**config.mk**
```make
export PLATFORM = sky130hd
export DESIGN_NAME = wut_top
export DESIGN_NICKNAME = d
export VERILOG_FILES = /design/src/wut_pkg.sv /design/src/wut_tick_if.sv /design/src/wut_prescaler.sv /design/src/wut_top.sv
export VERILOG_INCLUDE_DIRS = /design/src
export SDC_FILE = /design/constraint.sdc
export NUM_CORES = 1
export LEC_CHECK = 0
export BUFFER_PORTS_ARGS = -buffer_cell sky130_fd_sc_hd__buf_2
export CORE_MARGIN = 2
export CORE_UTILIZATION = 55
export CTS_CLUSTER_DIAMETER = 80
export DETAILED_ROUTE_END_ITERATION = 8
export GPL_TIMING_DRIVEN = 0
export HOLD_SLACK_MARGIN = 0.02
export MAX_ROUTING_LAYER = met4
export PLACE_DENSITY = 0.74
export SYNTH_ARGS = -nofsm -noshare
export SYNTH_HDL_FRONTEND = slang
export SYNTH_SLANG_ARGS = --single-unit
```
**constraint.sdc**
```tcl
create_clock -name ref_clk -period 4.36 [get_ports ref_clk]
set_input_delay 0.654 -clock ref_clk [delete_from_list [all_inputs] [get_ports ref_clk]]
set_output_delay 0.654 -clock ref_clk [all_outputs]
set_load 0.1 [all_outputs]
```
**src/wut_regs.svh**
```systemverilog
// Register offsets, field positions, reset values and timing counts
// of the wake-up timer unit. Definitions only.
`ifndef WUT_REGS_SVH
`define WUT_REGS_SVH

// Register offsets on the 11-bit register port
`define WUT_ADDR_PRESCALE 11'h316
`define WUT_ADDR_CLK_ARM 11'h317
`define WUT_ADDR_RELOAD_LO 11'h318
`define WUT_ADDR_RELOAD_HI 11'h319
`define WUT_ADDR_CTRL 11'h31a
`define WUT_ADDR_OSC_STATUS 11'h31b
`define WUT_ADDR_LINE1_EN 11'h31c
`define WUT_ADDR_LINE2_EN 11'h31d

// Field positions
`define WUT_PRESCALE_LSB 0
`define WUT_SLEEP_CFG_LSB 3
`define WUT_SLEEP_CFG_RUN 3
`define WUT_SLEEP_CFG_XTAL 4
`define WUT_WAKE_ON_TIMEOUT 7
`define WUT_CTRL_FLAG_RESET 0
`define WUT_CTRL_RC_CAL 1
`define WUT_STATUS_CAL_DONE 0
`define WUT_STATUS_FLAG 1
`define WUT_EN_TIMEOUT 0

// Reset values
`define WUT_RESET_BYTE 8'h00
`define WUT_RESET_RELOAD 16'h0000

// Command and timing
`define WUT_CMD_SLEEP 8'hb1
`define WUT_CLK_MHZ 250
`define WUT_CAL_TIME_US 1

`endif

```
**src/wut_pkg.sv**
```systemverilog
// Types shared by the wake-up timer unit modules.
// Assumes wut_regs.svh supplies all numeric constants.
package wut_pkg;

	typedef logic [2:0] wut_presc_type;
	typedef logic [15:0] wut_count_type;
	typedef enum logic [1:0] {
		WUT_CAL_IDLE,
		WUT_CAL_BUSY,
		WUT_CAL_DONE
	} wut_cal_state_type;

endpackage : wut_pkg

```
**src/wut_tick_if.sv**
```systemverilog
// Carrier between the timer core and its prescaler.
// Assumes both ends run on ref_clk.
`timescale 1ns/10ps
interface wut_tick_if;
	import wut_pkg::*;
	logic slow_tick;
	logic restart;
	wut_presc_type presc_sel;
	logic prescaled_tick;

	modport core (output slow_tick, output restart, output presc_sel,
		input prescaled_tick);
	modport presc (input slow_tick, input restart, input presc_sel,
		output prescaled_tick);
endinterface : wut_tick_if

```
**src/wut_prescaler.sv**
```systemverilog
// Programmable prescaler dividing the slow tick by 1..65536.
// Assumes slow_tick is a one-cycle pulse on ref_clk.
`timescale 1ns/10ps
module wut_prescaler
	import wut_pkg::*;
(
	input wire logic ref_clk,
	input wire logic srst,
	wut_tick_if.presc tick
);

	logic [16:0] div_cnt_q;
	logic [16:0] div_last;

	// Division minus one for each prescaler code
	function automatic logic [16:0] wut_div_last(input wut_presc_type sel);
		case (sel)
			3'h0: wut_div_last = 17'h00000;
			3'h1: wut_div_last = 17'h00003;
			3'h2: wut_div_last = 17'h00007;
			3'h3: wut_div_last = 17'h0000f;
			3'h4: wut_div_last = 17'h0007f;
			3'h5: wut_div_last = 17'h003ff;
			3'h6: wut_div_last = 17'h01fff;
			default: wut_div_last = 17'h0ffff;
		endcase
	endfunction : wut_div_last

	assign div_last = wut_div_last(tick.presc_sel); // [RL5]

	////////////////////////////////////////////////////////////////////
	// Divider counts slow ticks; a restart lines the phase up with a load
	always_ff @(posedge ref_clk) begin
		if (srst || tick.restart) begin
			div_cnt_q <= 17'h00000;
		end else if (tick.slow_tick) begin
			if (div_cnt_q >= div_last) begin
				div_cnt_q <= 17'h00000;
			end else begin
				div_cnt_q <= div_cnt_q + 17'h00001;
			end
		end
	end

	// One output pulse per division period
	assign tick.prescaled_tick = tick.slow_tick && !tick.restart &&
		(div_cnt_q >= div_last); // [RL4]

endmodule : wut_prescaler

```
**src/wut_top.sv**
```systemverilog
// Wake-up timer unit: slow-clock selection, prescaler, 16-bit down
// counter, timeout flag, interrupt routing, sleep exit, RC calibration.
// Assumes a byte register port from the command controller on ref_clk
// and asynchronous 32.768 kHz clocks arriving as plain inputs.
//
// Overview of operation
// [RL1] Wake-up timer uses a 16-bit counter ticked through a prescaler.
// [RL2] Tick is 32.768 kHz from RC oscillator or external crystal.
// [RL3] Sleep clock field in second config register picks the source.
// [RL4] Selected tick feeds 3-bit prescaler clocking a 16-bit down counter.
// [RL5] Prescaler codes 0..7 divide by 1,4,8,16,128,1024,8192,65536.
// [RL6] Host selects clock first, then programs reload and prescaler.
// [RL7] Enabled counter loads reload value and decrements per tick.
// [RL8] Interrupt raised when the counter value becomes zero.
// [RL9] Timeout interrupt enabled per line, routable to either output.
// [RL10] Armed timer timeout takes the device out of sleep.
// [RL11] Host clears timeout flag by writing reset bit 1 then 0.
// [RL12] Host arms wake-up by writing 1 to wake-on-timeout.
// [RL13] Host sends sleep only after clock, reload, clear, arm steps.
// [RL14] No automatic RC calibration; host must start it.
// [RL15] Host starts calibration by writing cal bit 0 then 1.
// [RL16] Calibration may run anytime but must finish before sleep.
// [RL17] Calibration-ready bit goes high when calibration completes.
// [RL18] Host enters sleep with single-byte command 0xB1.
// [RL19] Timeout flag stays set until the host's reset sequence.
`timescale 1ns/10ps
`include "wut_regs.svh"
module wut_top
	import wut_pkg::*;
#(
	parameter int CAL_CYCLES = `WUT_CAL_TIME_US * `WUT_CLK_MHZ * 1000
)
(
	input wire logic ref_clk,
	input wire logic srst,
	input wire logic rc_osc_clk,
	input wire logic xtal_osc_clk,
	input wire logic [10:0] reg_addr,
	input wire logic [7:0] reg_wdata,
	input wire logic reg_wr,
	input wire logic reg_rd,
	output logic [7:0] reg_rdata,
	input wire logic cmd_valid,
	input wire logic [7:0] cmd_code,
	output logic irq1,
	output logic irq2,
	output logic sleeping,
	output logic wake_event
);

	wut_tick_if tick ();

	logic [7:0] timer_prescale_config_q;
	logic [7:0] timer_clock_and_arm_config_q;
	logic [7:0] reload_value_low_q;
	logic [7:0] reload_value_high_q;
	logic [7:0] ctrl_q;
	logic [7:0] line1_event_enable_q;
	logic [7:0] line2_event_enable_q;
	logic [2:0] rc_sync_q;
	logic [2:0] xt_sync_q;
	logic rc_level_q;
	logic xt_level_q;
	logic run_q;
	wut_count_type count_q;
	logic timeout_flag_q;
	logic sleep_q;
	logic wake_q;
	logic [7:0] rdata_q;
	wut_cal_state_type cal_state_q;
	logic [17:0] cal_cnt_q;
	logic rc_calibration_done;
	logic run_en;
	logic use_xtal;
	logic load;
	logic hit_zero;
	logic flag_clear;
	logic cal_start;
	logic wr_ctrl;

	// Register write decode
	function automatic logic wut_wr_hit(input logic [10:0] a,
		input logic [10:0] target, input logic wr);
		wut_wr_hit = wr && (a == target);
	endfunction : wut_wr_hit

	////////////////////////////////////////////////////////////////////
	// Slow clock synchronisers; an edge counts once stages 2 and 3 agree
	// on the new level, so stage 1 never feeds logic directly
	always_ff @(posedge ref_clk) begin
		if (srst) begin
			rc_sync_q <= 3'h0;
			xt_sync_q <= 3'h0;
		end else begin
			rc_sync_q <= {rc_sync_q[1:0], rc_osc_clk};
			xt_sync_q <= {xt_sync_q[1:0], xtal_osc_clk};
		end
	end

	// Filtered level follows stages 2 and 3 only while they agree, so a
	// runt pulse caught by one stage alone never makes a tick
	always_ff @(posedge ref_clk) begin
		if (srst) begin
			rc_level_q <= 1'b0;
			xt_level_q <= 1'b0;
		end else begin
			if (rc_sync_q[1] == rc_sync_q[2]) begin
				rc_level_q <= rc_sync_q[2];
			end
			if (xt_sync_q[1] == xt_sync_q[2]) begin
				xt_level_q <= xt_sync_q[2];
			end
		end
	end

	assign run_en = timer_clock_and_arm_config_q[`WUT_SLEEP_CFG_RUN];
	assign use_xtal = timer_clock_and_arm_config_q[`WUT_SLEEP_CFG_XTAL];
	// Rising edge of the chosen oscillator gives one slow tick
	assign tick.slow_tick = run_q && (use_xtal ?
		(xt_sync_q[1] && xt_sync_q[2] && !xt_level_q) :
		(rc_sync_q[1] && rc_sync_q[2] && !rc_level_q)); // [RL2] [RL3]
	assign tick.presc_sel =
		timer_prescale_config_q[`WUT_PRESCALE_LSB +: 3]; // [RL5]
	assign tick.restart = load;

	wut_prescaler u_prescaler (
		.ref_clk(ref_clk),
		.srst(srst),
		.tick(tick)
	);

	////////////////////////////////////////////////////////////////////
	// Configuration registers written from the register port
	always_ff @(posedge ref_clk) begin
		if (srst) begin
			timer_prescale_config_q <= `WUT_RESET_BYTE;
			timer_clock_and_arm_config_q <= `WUT_RESET_BYTE;
			reload_value_low_q <= `WUT_RESET_BYTE;
			reload_value_high_q <= `WUT_RESET_BYTE;
			ctrl_q <= `WUT_RESET_BYTE;
			line1_event_enable_q <= `WUT_RESET_BYTE;
			line2_event_enable_q <= `WUT_RESET_BYTE;
		end else if (reg_wr) begin
			case (reg_addr)
				`WUT_ADDR_PRESCALE: timer_prescale_config_q <= reg_wdata;
				`WUT_ADDR_CLK_ARM: timer_clock_and_arm_config_q <= reg_wdata;
				`WUT_ADDR_RELOAD_LO: reload_value_low_q <= reg_wdata;
				`WUT_ADDR_RELOAD_HI: reload_value_high_q <= reg_wdata;
				`WUT_ADDR_CTRL: ctrl_q <= reg_wdata;
				`WUT_ADDR_LINE1_EN: line1_event_enable_q <= reg_wdata;
				`WUT_ADDR_LINE2_EN: line2_event_enable_q <= reg_wdata;
				default: ;
			endcase
		end
	end

	////////////////////////////////////////////////////////////////////
	// Counter load: on enable, and on a high-byte write while running,
	// so a host that programs the reload after the clock restarts cleanly
	assign load = (run_en && !run_q) || (run_en &&
		wut_wr_hit(reg_addr, `WUT_ADDR_RELOAD_HI, reg_wr));

	always_ff @(posedge ref_clk) begin
		if (srst) begin
			run_q <= 1'b0;
		end else begin
			run_q <= run_en;
		end
	end

	// Down counter; reloads on the tick after zero for periodic wake
	always_ff @(posedge ref_clk) begin
		if (srst) begin
			count_q <= `WUT_RESET_RELOAD;
		end else if (load) begin
			count_q <= {reload_value_high_q, reload_value_low_q}; // [RL7]
		end else if (tick.prescaled_tick) begin
			if (count_q == 16'h0000) begin
				count_q <= {reload_value_high_q, reload_value_low_q};
			end else begin
				count_q <= count_q - 16'h0001; // [RL1] [RL7]
			end
		end
	end

	assign hit_zero = tick.prescaled_tick && !load &&
		(count_q == 16'h0001); // [RL8]

	////////////////////////////////////////////////////////////////////
	// Timeout flag: a 0-to-1 write of the reset bit clears it; a zero
	// arriving in the same cycle still sets it
	assign wr_ctrl = wut_wr_hit(reg_addr, `WUT_ADDR_CTRL, reg_wr);
	assign flag_clear = wr_ctrl && reg_wdata[`WUT_CTRL_FLAG_RESET] &&
		!ctrl_q[`WUT_CTRL_FLAG_RESET]; // [RL11]

	always_ff @(posedge ref_clk) begin
		if (srst) begin
			timeout_flag_q <= 1'b0;
		end else if (hit_zero) begin
			timeout_flag_q <= 1'b1; // [RL8]
		end else if (flag_clear) begin
			timeout_flag_q <= 1'b0; // [RL19]
		end
	end

	// Interrupt lines, each with its own enable
	always_ff @(posedge ref_clk) begin
		if (srst) begin
			irq1 <= 1'b0;
			irq2 <= 1'b0;
		end else begin
			irq1 <= timeout_flag_q &&
				line1_event_enable_q[`WUT_EN_TIMEOUT]; // [RL9]
			irq2 <= timeout_flag_q &&
				line2_event_enable_q[`WUT_EN_TIMEOUT]; // [RL9]
		end
	end

	////////////////////////////////////////////////////////////////////
	// Sleep state: entered by command, left on an armed timeout
	always_ff @(posedge ref_clk) begin
		if (srst) begin
			sleep_q <= 1'b0;
			wake_q <= 1'b0;
		end else begin
			wake_q <= 1'b0;
			if (sleep_q && hit_zero &&
				timer_clock_and_arm_config_q[`WUT_WAKE_ON_TIMEOUT]) begin
				sleep_q <= 1'b0; // [RL10]
				wake_q <= 1'b1;
			end else if (cmd_valid && cmd_code == `WUT_CMD_SLEEP) begin
				sleep_q <= 1'b1; // [RL18]
			end
		end
	end

	assign sleeping = sleep_q;
	assign wake_event = wake_q;

	////////////////////////////////////////////////////////////////////
	// RC calibration runs only when the host raises the trigger bit;
	// the oscillator model here is a fixed-length busy period
	assign cal_start = wr_ctrl && reg_wdata[`WUT_CTRL_RC_CAL] &&
		!ctrl_q[`WUT_CTRL_RC_CAL]; // [RL14] [RL15]

	always_ff @(posedge ref_clk) begin
		if (srst) begin
			cal_state_q <= WUT_CAL_IDLE;
			cal_cnt_q <= 18'h00000;
		end else if (cal_start) begin
			cal_state_q <= WUT_CAL_BUSY;
			cal_cnt_q <= 18'h00000;
		end else begin
			case (cal_state_q)
				WUT_CAL_BUSY: begin
					if (cal_cnt_q >= 18'(CAL_CYCLES - 1)) begin
						cal_state_q <= WUT_CAL_DONE; // [RL17]
					end else begin
						cal_cnt_q <= cal_cnt_q + 18'h00001;
					end
				end
				WUT_CAL_DONE: cal_state_q <= WUT_CAL_DONE;
				default: cal_state_q <= WUT_CAL_IDLE;
			endcase
		end
	end

	assign rc_calibration_done = (cal_state_q == WUT_CAL_DONE); // [RL17]

	////////////////////////////////////////////////////////////////////
	// Read data registered on a read strobe; unmapped offsets read zero
	always_ff @(posedge ref_clk) begin
		if (srst) begin
			rdata_q <= 8'h00;
		end else if (reg_rd) begin
			case (reg_addr)
				`WUT_ADDR_PRESCALE: rdata_q <= timer_prescale_config_q;
				`WUT_ADDR_CLK_ARM: rdata_q <= timer_clock_and_arm_config_q;
				`WUT_ADDR_RELOAD_LO: rdata_q <= reload_value_low_q;
				`WUT_ADDR_RELOAD_HI: rdata_q <= reload_value_high_q;
				`WUT_ADDR_CTRL: rdata_q <= ctrl_q;
				`WUT_ADDR_OSC_STATUS: rdata_q <= {6'h00, timeout_flag_q,
					rc_calibration_done};
				`WUT_ADDR_LINE1_EN: rdata_q <= line1_event_enable_q;
				`WUT_ADDR_LINE2_EN: rdata_q <= line2_event_enable_q;
				default: rdata_q <= 8'h00;
			endcase
		end
	end

	assign reg_rdata = rdata_q;

endmodule : wut_top
```
# Yosys cells after proc, flatten, opt, wreduce, memory -nomap -nowiden
# Index checks and enable logic that the tools add are counted.
# totals
ff_bits,131
output_inout_bits,12
wordCells,108
# op_classes
addsub,3
n_lt_le_gt_ge,2
eq_ne,22
muxes,13
bitwise_logic,1
reduce_logical,44
# op_table
op,n
$pmux 16 s7,1
$eq 11x10->1 const B,8
$pmux 8 s8,1
$mux 16,3
$logic_and 1x1->1,22
$add 18x1->18 const B,1
$ge 18x18->1 const B,1
$add 17x1->17 const B,1
$ge 17x16->1,1
$mux 17,1
$eq 16x1->1 const B,1
$logic_not 16->1,1
$reduce_and 2->1,8
$sub 16x1->16 const B,1
$eq 3x3->1 const B,3
$eq 8x8->1 const B,1
$eq 3x2->1 const B,2
$logic_not 1->1,6
$mux 1,5
$pmux 2 s2,1
$reduce_bool 2->1,2
$reduce_or 2->1,2
$eq 3x1->1 const B,1
$logic_not 3->1,1
8 further kinds,10

# Longest topological paths before layout
# Gate-level depths: netlist (run 1).
# logic_depth
word_depth,12
mapped_depth,12
mapped_depth_nobuf,9

# Hierarchy
# From an unflattened synthesis (run 1), not the netlist that was laid out.
# unflattened
cells_unflattened,768
area_unflattened_um2,6717.7
# by_module_without_submodules
mod,n_inst,cells_per_inst,area_each_um2
wut_top,1,627,5422.7
wut_prescaler,1,141,1295.0

# Least setup slack after synthesis (run 1)
# Ideal clock, no wire load.
# synth_path
path_kind,flip-flop to flip-flop
from,reg timer_prescale_config_q[2]
to,reg count_q[9]
setup_time_ns,0.117
arrival_ns,2.500
t_required_ns,4.243
setup_slack_ns,1.742
path_stages_with_launch,11
path_buffers,2
path_cell_list,dfxtp_1 buf_4 or3_1 ha_1 nand2_1 or3_1 a211oi_1 o31ai_1 clkbuf_1 or3_1 a32o_1
# synth_via
elab_chain_cells,5
elab_cells_between_ends,11
# synth_rtl
element,line_no,rtl
"start, declared",wut_top.sv:53,logic [7:0] timer_prescale_config_q;
"start signal, assigned",wut_top.sv:136,timer_prescale_config_q <= `WUT_RESET_BYTE;
"start signal, assigned",wut_top.sv:145,`WUT_ADDR_PRESCALE: timer_prescale_config_q <= reg_wdata;
$eq 3x3->1 (tied with other cells),wut_prescaler.sv:17,case (sel)
$pmux 16 s7 (*),wut_prescaler.sv:17,
$ge 17x16->1 (*),wut_prescaler.sv:47,(div_cnt_q >= div_last);
$logic_and 1x1->1 (*),wut_prescaler.sv:46,assign tick.prescaled_tick = tick.slow_tick && !tick.restart &&
$reduce_bool 2->1 (no source line) (*),-,
"end signal, assigned",wut_top.sv:174,count_q <= `WUT_RESET_RELOAD;
"end signal, assigned",wut_top.sv:176,"count_q <= {reload_value_high_q, reload_value_low_q};"
"end signal, assigned",wut_top.sv:179,"count_q <= {reload_value_high_q, reload_value_low_q};"
"end, declared",wut_top.sv:65,wut_count_type count_q;
# Every way passes the cells marked *; elsewhere a longest branch is shown, timed or not.
# A chain may end at the register's enable or synchronous reset.

# Final worst setup path (run 1)
# layout_path
from,reg timer_prescale_config_q[1]
to,reg u_prescaler.div_cnt_q[7]
# layout_via
elab_chain_cells,4
elab_cells_between_ends,10
# layout_rtl
element,line_no,rtl
$eq 3x3->1 (tied with other cells),wut_prescaler.sv:17,
$pmux 16 s7 (*),wut_prescaler.sv:17,
$ge 17x16->1 (*),wut_prescaler.sv:37,if (div_cnt_q >= div_last) begin
$mux 17 (*),wut_prescaler.sv:37,
"end signal, assigned",wut_prescaler.sv:40,div_cnt_q <= div_cnt_q + 17'h00001;
"end, declared",wut_prescaler.sv:12,logic [16:0] div_cnt_q;
# Marked as above.

==> results of run 1 <==
[cells in the final DEF, fill, tap and decap left out, types with 9 or more instances in the layout]
master     count
a21oi_1       28
xor2_1         9
o21ai_0       15
ha_1          25
mux2i_1       79
o22ai_1       10
nand3_1       28
nor2_1       120
inv_1         14
nand2_1       46
xnor2_1       23
nor2b_1       11
and3_1        15
dfxtp_1      131
nand4_1       14
clkbuf_16     17
nor3_1        16
nor4_1        10
clkbuf_1      21
buf_2         51
or3_1          9
[worst register-to-register path: cells and delay by family, from the launching register on]
kind,cells,cell delay (ps)
simple gates,2,470
compound gates,5,1490
flops,1,400
fa+ha+maj,1,330
buf+inv,2,780
[cells in the mapped netlist, types with 7 or more instances]
| cell type | instances |
|---|---|
| o32ai_1 | 7 |
| nor3_1 | 16 |
| dfxtp_1 | 131 |
| o22ai_1 | 10 |
| inv_1 | 14 |
| and3_1 | 15 |
| nor2_1 | 120 |
| nand4_1 | 14 |
| o21ai_0 | 15 |
| nor2b_1 | 11 |
| ha_1 | 25 |
| clkbuf_1 | 21 |
| nand2_1 | 46 |
| a21oi_1 | 28 |
| xor2_1 | 9 |
| nor4_1 | 10 |
| mux2i_1 | 79 |
| or3_1 | 9 |
| buf_2 | 7 |
| nand3_1 | 28 |
| xnor2_1 | 23 |
[metal layers]
| metal | vias up | track usage (%) | wire (um) |
|---|---|---|---|
| li1 | 2750 | - | - |
| met1 | 2746 | 35.3 | 7650 |
| met2 | 175 | 46.5 | 8320 |
| met3 | 22 | 6.70 | 1010 |
| met4 | 0 | 11.5 | 294 |
| met5 | - | - | 0 |
[where the power goes]
part / switching [mW] / internal, mW
Sequential: 0.00102 / 1.20
Combinational: 0.0546 / 0.0278
Clock: 0.602 / 0.809
Total: 0.658 / 2.04
[worst paths after layout]
kind | start | end | slack [ps] | cells past startpoint
setup reg to reg | timer_prescale_config_q[1]$_SDFFE_PP0P_ | u_prescaler.div_cnt_q[7]$_SDFFE_PP0P_ | 820 | 10
hold reg to reg | rc_sync_q[0]$_SDFF_PP0_ | rc_sync_q[1]$_SDFF_PP0_ | 450 | 1
setup / recovery | timer_prescale_config_q[1]$_SDFFE_PP0P_ | u_prescaler.div_cnt_q[7]$_SDFFE_PP0P_ | 820 | 10
hold / removal | rc_osc_clk | rc_sync_q[0]$_SDFF_PP0_ | 440 | 2
[through the flow]
stage	util, %	power, mW	hold WS [ps]
floorplan	-	1.27	414
finish	65.2	2.69	435
global route	65.2	2.77	431
global placement	60.1	1.31	418
CTS	65.2	2.71	424
detailed placement	60.1	1.31	439
[kinds of logic (layout without fill, tap and decap cells)]
family / count (synthesis) / in the layout / share of synthesized area (%)
adders and majority gates: 25 / 25 / 4.80
and+or+nand+nor: 307 / 307 / 23.5
DFF: 131 / 131 / 40.2
xor gates and xnor gates: 32 / 32 / 4.30
muxes: 85 / 85 / 13.2
AOI/OAI and AO/OA: 100 / 100 / 10.4
buffers and inverters: 51 / 127 / 3.65
[final cells by class]
| type | instances | area, um^2 | area share (%) |
|---|---|---|---|
| multi-input cells | 549 | 3660 | 48.7 |
| flip-flops and latches | 131 | 2620 | 34.9 |
| clock buffers | 17 | 425 | 5.67 |
| repair buffers | 44 | 220 | 2.93 |
| plain buffers | 37 | 185 | 2.47 |
| well taps | 143 | 179 | 2.38 |
| clock inverters | 15 | 161 | 2.15 |
| inverters | 14 | 52.6 | 0.700 |
[state kept, by name, indices dropped and copies added, names as in the netlist, 2 cells and up]
signal and cells:
count_q 16, u_prescaler.div_cnt_q 17, reload_value_low_q 8, reg_rdata 8, cal_state_q 2, rc_sync_q 3
ctrl_q 8, xt_sync_q 3, line2_event_enable_q 8, timer_clock_and_arm_config_q 8, timer_prescale_config_q 8, reload_value_high_q 8
line1_event_enable_q 8, cal_cnt_q 18
==> run metrics, run 1 <==
status finished, final reports clean; crit-path max FO 10; gpl congestion 0.975; DRC viols 0; WS Path Type flip-flop to flip-flop; endpoint class of the critical path flip-flop; Cells after Synth 731; PD cells 359 nW/um^2; fillers 971; Tcrit/Tclk final 81.2%; Layout area overhead 15.1%; antenna violations before repair 0; ys async rst share 0%; clk root buf clkbuf_16; CTS Buffer Depth 2; wire per inst 18.2 um; CP bufs+invs 2; slew margin rel. 15.4%; Total GRT Usage 28.9%; leading area contributor after synthesis dfxtp_1; sequential share of the synthesized area 40.2%; first-pass GRT wire length 28200 um; highest cell delay on the worst timing path 680 ps; Final Non-Filler Cells 950; Yosys reg bits 131; RSZ-0062 raised after global routing false; HP Class input pin to flip-flop; syn nets 790; share of cells above drive strength 1 13.9%; Worst-Margin Slew 1260 ps; initial core utilization 56.6%; slowest library cell on the worst path o31ai_1; I/O pin total 46; nets@finish 853; static leakage power 3.33 nW; placed cells 918; row cnt 39; Final Cell Area 7500 um^2; placed inst area 6920 um^2; Critical Path Source Type flip-flop; Yosys cell types 63; buffers added on ports 44; largest net degree at the start of global routing 17; worst slack, placed 880 ps; cell area after synthesis 6520 um^2; worst path required time 4720 ps; post-layout min period 3540 ps; EDFF count, synth 0; worst setup margin 819 ps; Max VDD drop 0.442 mV; Hold Buf Count CTS 0; Num CTS Buffers 17; Die Y 113 um; DIE AREA 12700 um^2; Total Wirelength 17300 um; cells along the critical path o21ai_0 -> ha_1 -> a41o_1 -> a21oi_1 -> a211oi_1 -> o31ai_1 -> clkbuf_1 -> nand2_1 -> buf_4 -> nor2_1; fin. max-slew vios 0; clock-pin slew on the worst setup and hold paths 70 ps; post_cts resized 0; top post-synthesis cells by area dfxtp_1, mux2i_1, nor2_1; Yosys Warn Count 0; router iterations before antenna repair 5; Setup violations, final 0; number of antenna-violating nets in the routed design 0; DRT iter0 DRCs 506; core footprint 11500 um^2; clock sinks 131; Fin. Hold Viols 0; Crit path arrival time 3900 ps; gr ovfl total 0; worst-skew pair later-pin latency 430 ps; Mean Syn Cell Area 8.92 um^2; via count 5693; vias per cell 5.99; ys flop type dfxtp_1; Die Wd 113 um; skew final 9.36 ps; CP top delay family compound AO/OA/AOI/OAI gates; CTS tree built; Fmax 282 MHz; Max-cap violations 0; setup TNS 0 ps; HPWL reported at the end of detailed placement 12400 um; H-tree depth 4; top-area cell type share of the netlist area 40.2%; vias in the first global route 5577; Antenna diodes 0; Post-CTS Setup Bufs 0
No activity file was read; power rests on OpenSTA's default activity.
==> run 2, diff against run 1 <==
--- a/config.mk
+++ b/config.mk
@@ -6,6 +6,7 @@
 export SDC_FILE = /design/constraint.sdc
 export NUM_CORES = 1
 export LEC_CHECK = 0
+export ABC_AREA = 1
 export BUFFER_PORTS_ARGS = -buffer_cell sky130_fd_sc_hd__buf_2
 export CORE_MARGIN = 2
 export CORE_UTILIZATION = 55
@@ -14,7 +15,7 @@
 export GPL_TIMING_DRIVEN = 0
 export HOLD_SLACK_MARGIN = 0.02
 export MAX_ROUTING_LAYER = met4
-export PLACE_DENSITY = 0.74
+export PLACE_DENSITY = 0.76
 export SYNTH_ARGS = -nofsm -noshare
 export SYNTH_HDL_FRONTEND = slang
 export SYNTH_SLANG_ARGS = --single-unit
==> constraint.sdc (replaced) <==
create_clock -name ref_clk -period 3.19 [get_ports ref_clk]
set_input_delay 0.4785 -clock ref_clk [delete_from_list [all_inputs] [get_ports ref_clk]]
set_output_delay 0.4785 -clock ref_clk [all_outputs]
set_load 0.1 [all_outputs]
==> run 2 against run 1 <==
Global-route usage is 0.23 points higher. Combinational power grew 51%. Register-to-register slack barely moved. Via count up 25%. Critical path type unchanged. First-iteration DRC count rose by 1.4%.
==> run metrics, run 2 <==
ys flop type dfxtp_1; via count 7127; Compound-Gate Fraction of Synth Area 14.5%; gpl congestion 0.967; setup TNS 0 ps; post-layout min period 2370 ps; Setup violations, final 0; status finished, final reports clean; Post-Synth Simple-Gate Area 32.1%; max reg flops 18; initial core utilization 55.6%; static leakage power 3.80 nW; DRT iter0 DRCs 513; core footprint 13100 um^2; row cnt 42; Yosys cell types 40; router iterations before antenna repair 5; I/O pin total 46; FF-to-FF setup slack 820 ps; post-synthesis adder-cell area fraction 4.30%; Top reg by flops cal_cnt_q; sequential share of the synthesized area 36.1%; DRC viols 0; Critical Path Source Type flip-flop; R2R depth 12; clock sinks 131; PD cells 454 nW/um^2; EDFF count, synth 0; clock-pin slew on the worst setup and hold paths 60 ps; syn nets 1136; nets@finish 1198; Top Registers cal_cnt_q (18), u_prescaler.div_cnt_q (17), count_q (16); HP Class input pin to flip-flop; Yosys Warn Count 0; commonest non-fill, non-tap cell in the layout nand2_1; main combinational cell family by area after synthesis simple AND/OR/NAND/NOR gates; vias in the first global route 6657; largest net degree at the start of global routing 17; slew margin rel. 39.2%; Synth top cells by count nand2_1, dfxtp_1, nor2_1; post_cts resized 0; clk root buf clkbuf_16; top post-synthesis cells by area dfxtp_1, nand2_1, a21oi_1; worst path required time 3510 ps; vias per cell 5.37; post-synthesis mux area share 0%; top-area cell type share of the netlist area 36.1%; Post-CTS Setup Bufs 0; CP endpoint count_q[15]$_SDFFE_PP0P_; Tcrit/Tclk final 74.4%; Mean Syn Cell Area 6.75 um^2; RSZ-0062 raised after global routing false; CTS tree built; first-pass GRT wire length 31700 um; CP Launch Point timer_prescale_config_q[1]$_SDFFE_PP0P_; share of cells above drive strength 1 12.3%; Cells after Synth 1077; wire per inst 14.3 um; Die Y 119 um; crit-path max FO 10; worst-skew pair later-pin latency 430 ps; HPWL reported at the end of detailed placement 13800 um; Fin. Hold Viols 0; reg-to-reg endpoint count_q[15]$_SDFFE_PP0P_; WS Path Type flip-flop to flip-flop; Die Wd 119 um; Crit path arrival time 2690 ps; buffers added on ports 43; Yosys reg bits 131; Fmax 421 MHz; skew final 9.25 ps; cell area after synthesis 7270 um^2; antenna violations before repair 0; count leader, synth nand2_1; CTS Buffer Depth 2; Hold Buf Count CTS 0; Max VDD drop 0.528 mV; Antenna diodes 0; Num CTS Buffers 17; gr ovfl total 0; Total Wirelength 19000 um; leading area contributor after synthesis dfxtp_1; fin. max-slew vios 0; ys async rst share 0%; commonest non-fill, non-tap cells in the layout nand2_1, dfxtp_1, nor2_1; Total GRT Usage 29.1%; Layout area overhead 14.3%; number of antenna-violating nets in the routed design 0; endpoint class of the critical path flip-flop; Worst-Margin Slew 904 ps; DIE AREA 14200 um^2; Max-cap violations 0; xor-xnor portion of the synthesized cell area 3.49%; H-tree depth 4; total power 3.77 mW; fin util 63.5%; R2R Path Start timer_prescale_config_q[1]$_SDFFE_PP0P_
run 2: cell types whose count changed after synthesis, moves of 17 or more:
| cell | delta |
|---|---|
| mux2i_1 | -79 |
| inv_1 | +107 |
| nand3_1 | +66 |
| nand2_1 | +196 |
| o21ai_0 | +66 |
| a21oi_1 | +85 |
| xnor2_1 | -17 |
run 2: final cells by class:
cell class	count	area (um^2)
Tap cell	176	220
Timing Repair Buffer	43	215
Inverter	126	473
Clock inverter	14	165
Sequential cell	131	2620
Buffer	38	220
Multi-Input combinational cell	782	3960
Fill cell	1188	4770
Clock buffer	18	439
run 2: how the worst min path moves through the flow:
| stage | depth (start not counted) | start | end | slack [ps] |
|---|---|---|---|---|
| 6_report | 3 | xtal_osc_clk | xt_sync_q[0]$_SDFF_PP0_ | 250 |
| 5_1_grt | 3 | xtal_osc_clk | xt_sync_q[0]$_SDFF_PP0_ | 260 |
| 4_1_cts | 3 | xtal_osc_clk | xt_sync_q[0]$_SDFF_PP0_ | 240 |
| 3_5_place_dp | 2 | xt_sync_q[0]$_SDFF_PP0_ | xt_sync_q[1]$_SDFF_PP0_ | 390 |
| 3_3_place_gp | 2 | rc_sync_q[0]$_SDFF_PP0_ | rc_sync_q[1]$_SDFF_PP0_ | 390 |
| 2_1_floorplan | 2 | rc_sync_q[0]$_SDFF_PP0_ | rc_sync_q[1]$_SDFF_PP0_ | 390 |
run 2: through the flow:
stage,instance area [um^2],std cells,setup WS [ps],hold slack [ps]
after floorplan,7270,1077,1230,388
after global placement,7710,1296,941,392
after detailed placement,7710,1296,876,393
after CTS,8310,1328,838,237
after global routing,8310,1328,602,259
final,8310,1328,817,250
run 2: logic make-up (layout without fill, tap and decap cells):
group	after synthesis	in the layout
xor+xnor	29	29
compound gates	205	205
flops	131	131
buf+inv	164	239
fa+ha+maj	25	25
simple gates	523	523
run 2: worst max-delay path: stages (launching register included):
cell,delay (ps)
dfxtp_1,370
o21ai_0,350
ha_1,340
a21o_1,180
nor2_1,100
nand2_1,60
nand2_1,70
nand4_2,140
nand2_2,180
buf_2,260
nand3_1,110
nand2_1,70
nor2_1,40
run 2: metal layers:
metal	wire (um)	up-vias	global-route usage, %
li1	-	3626	-
met1	8360	3230	36.5
met2	8730	225	44.0
met3	1280	46	7.28
met4	604	0	13.8
met5	0	-	-
run 2: report_power, final:
| group | leakage (nW) | internal [mW] | switching, mW | total (mW) |
|---|---|---|---|---|
| combinational | 2.44 | 0.0353 | 0.0883 | 0.124 |
| clock | 0.296 | 1.19 | 0.811 | 2.01 |
| sequential | 1.06 | 1.64 | 0.00178 | 1.64 |
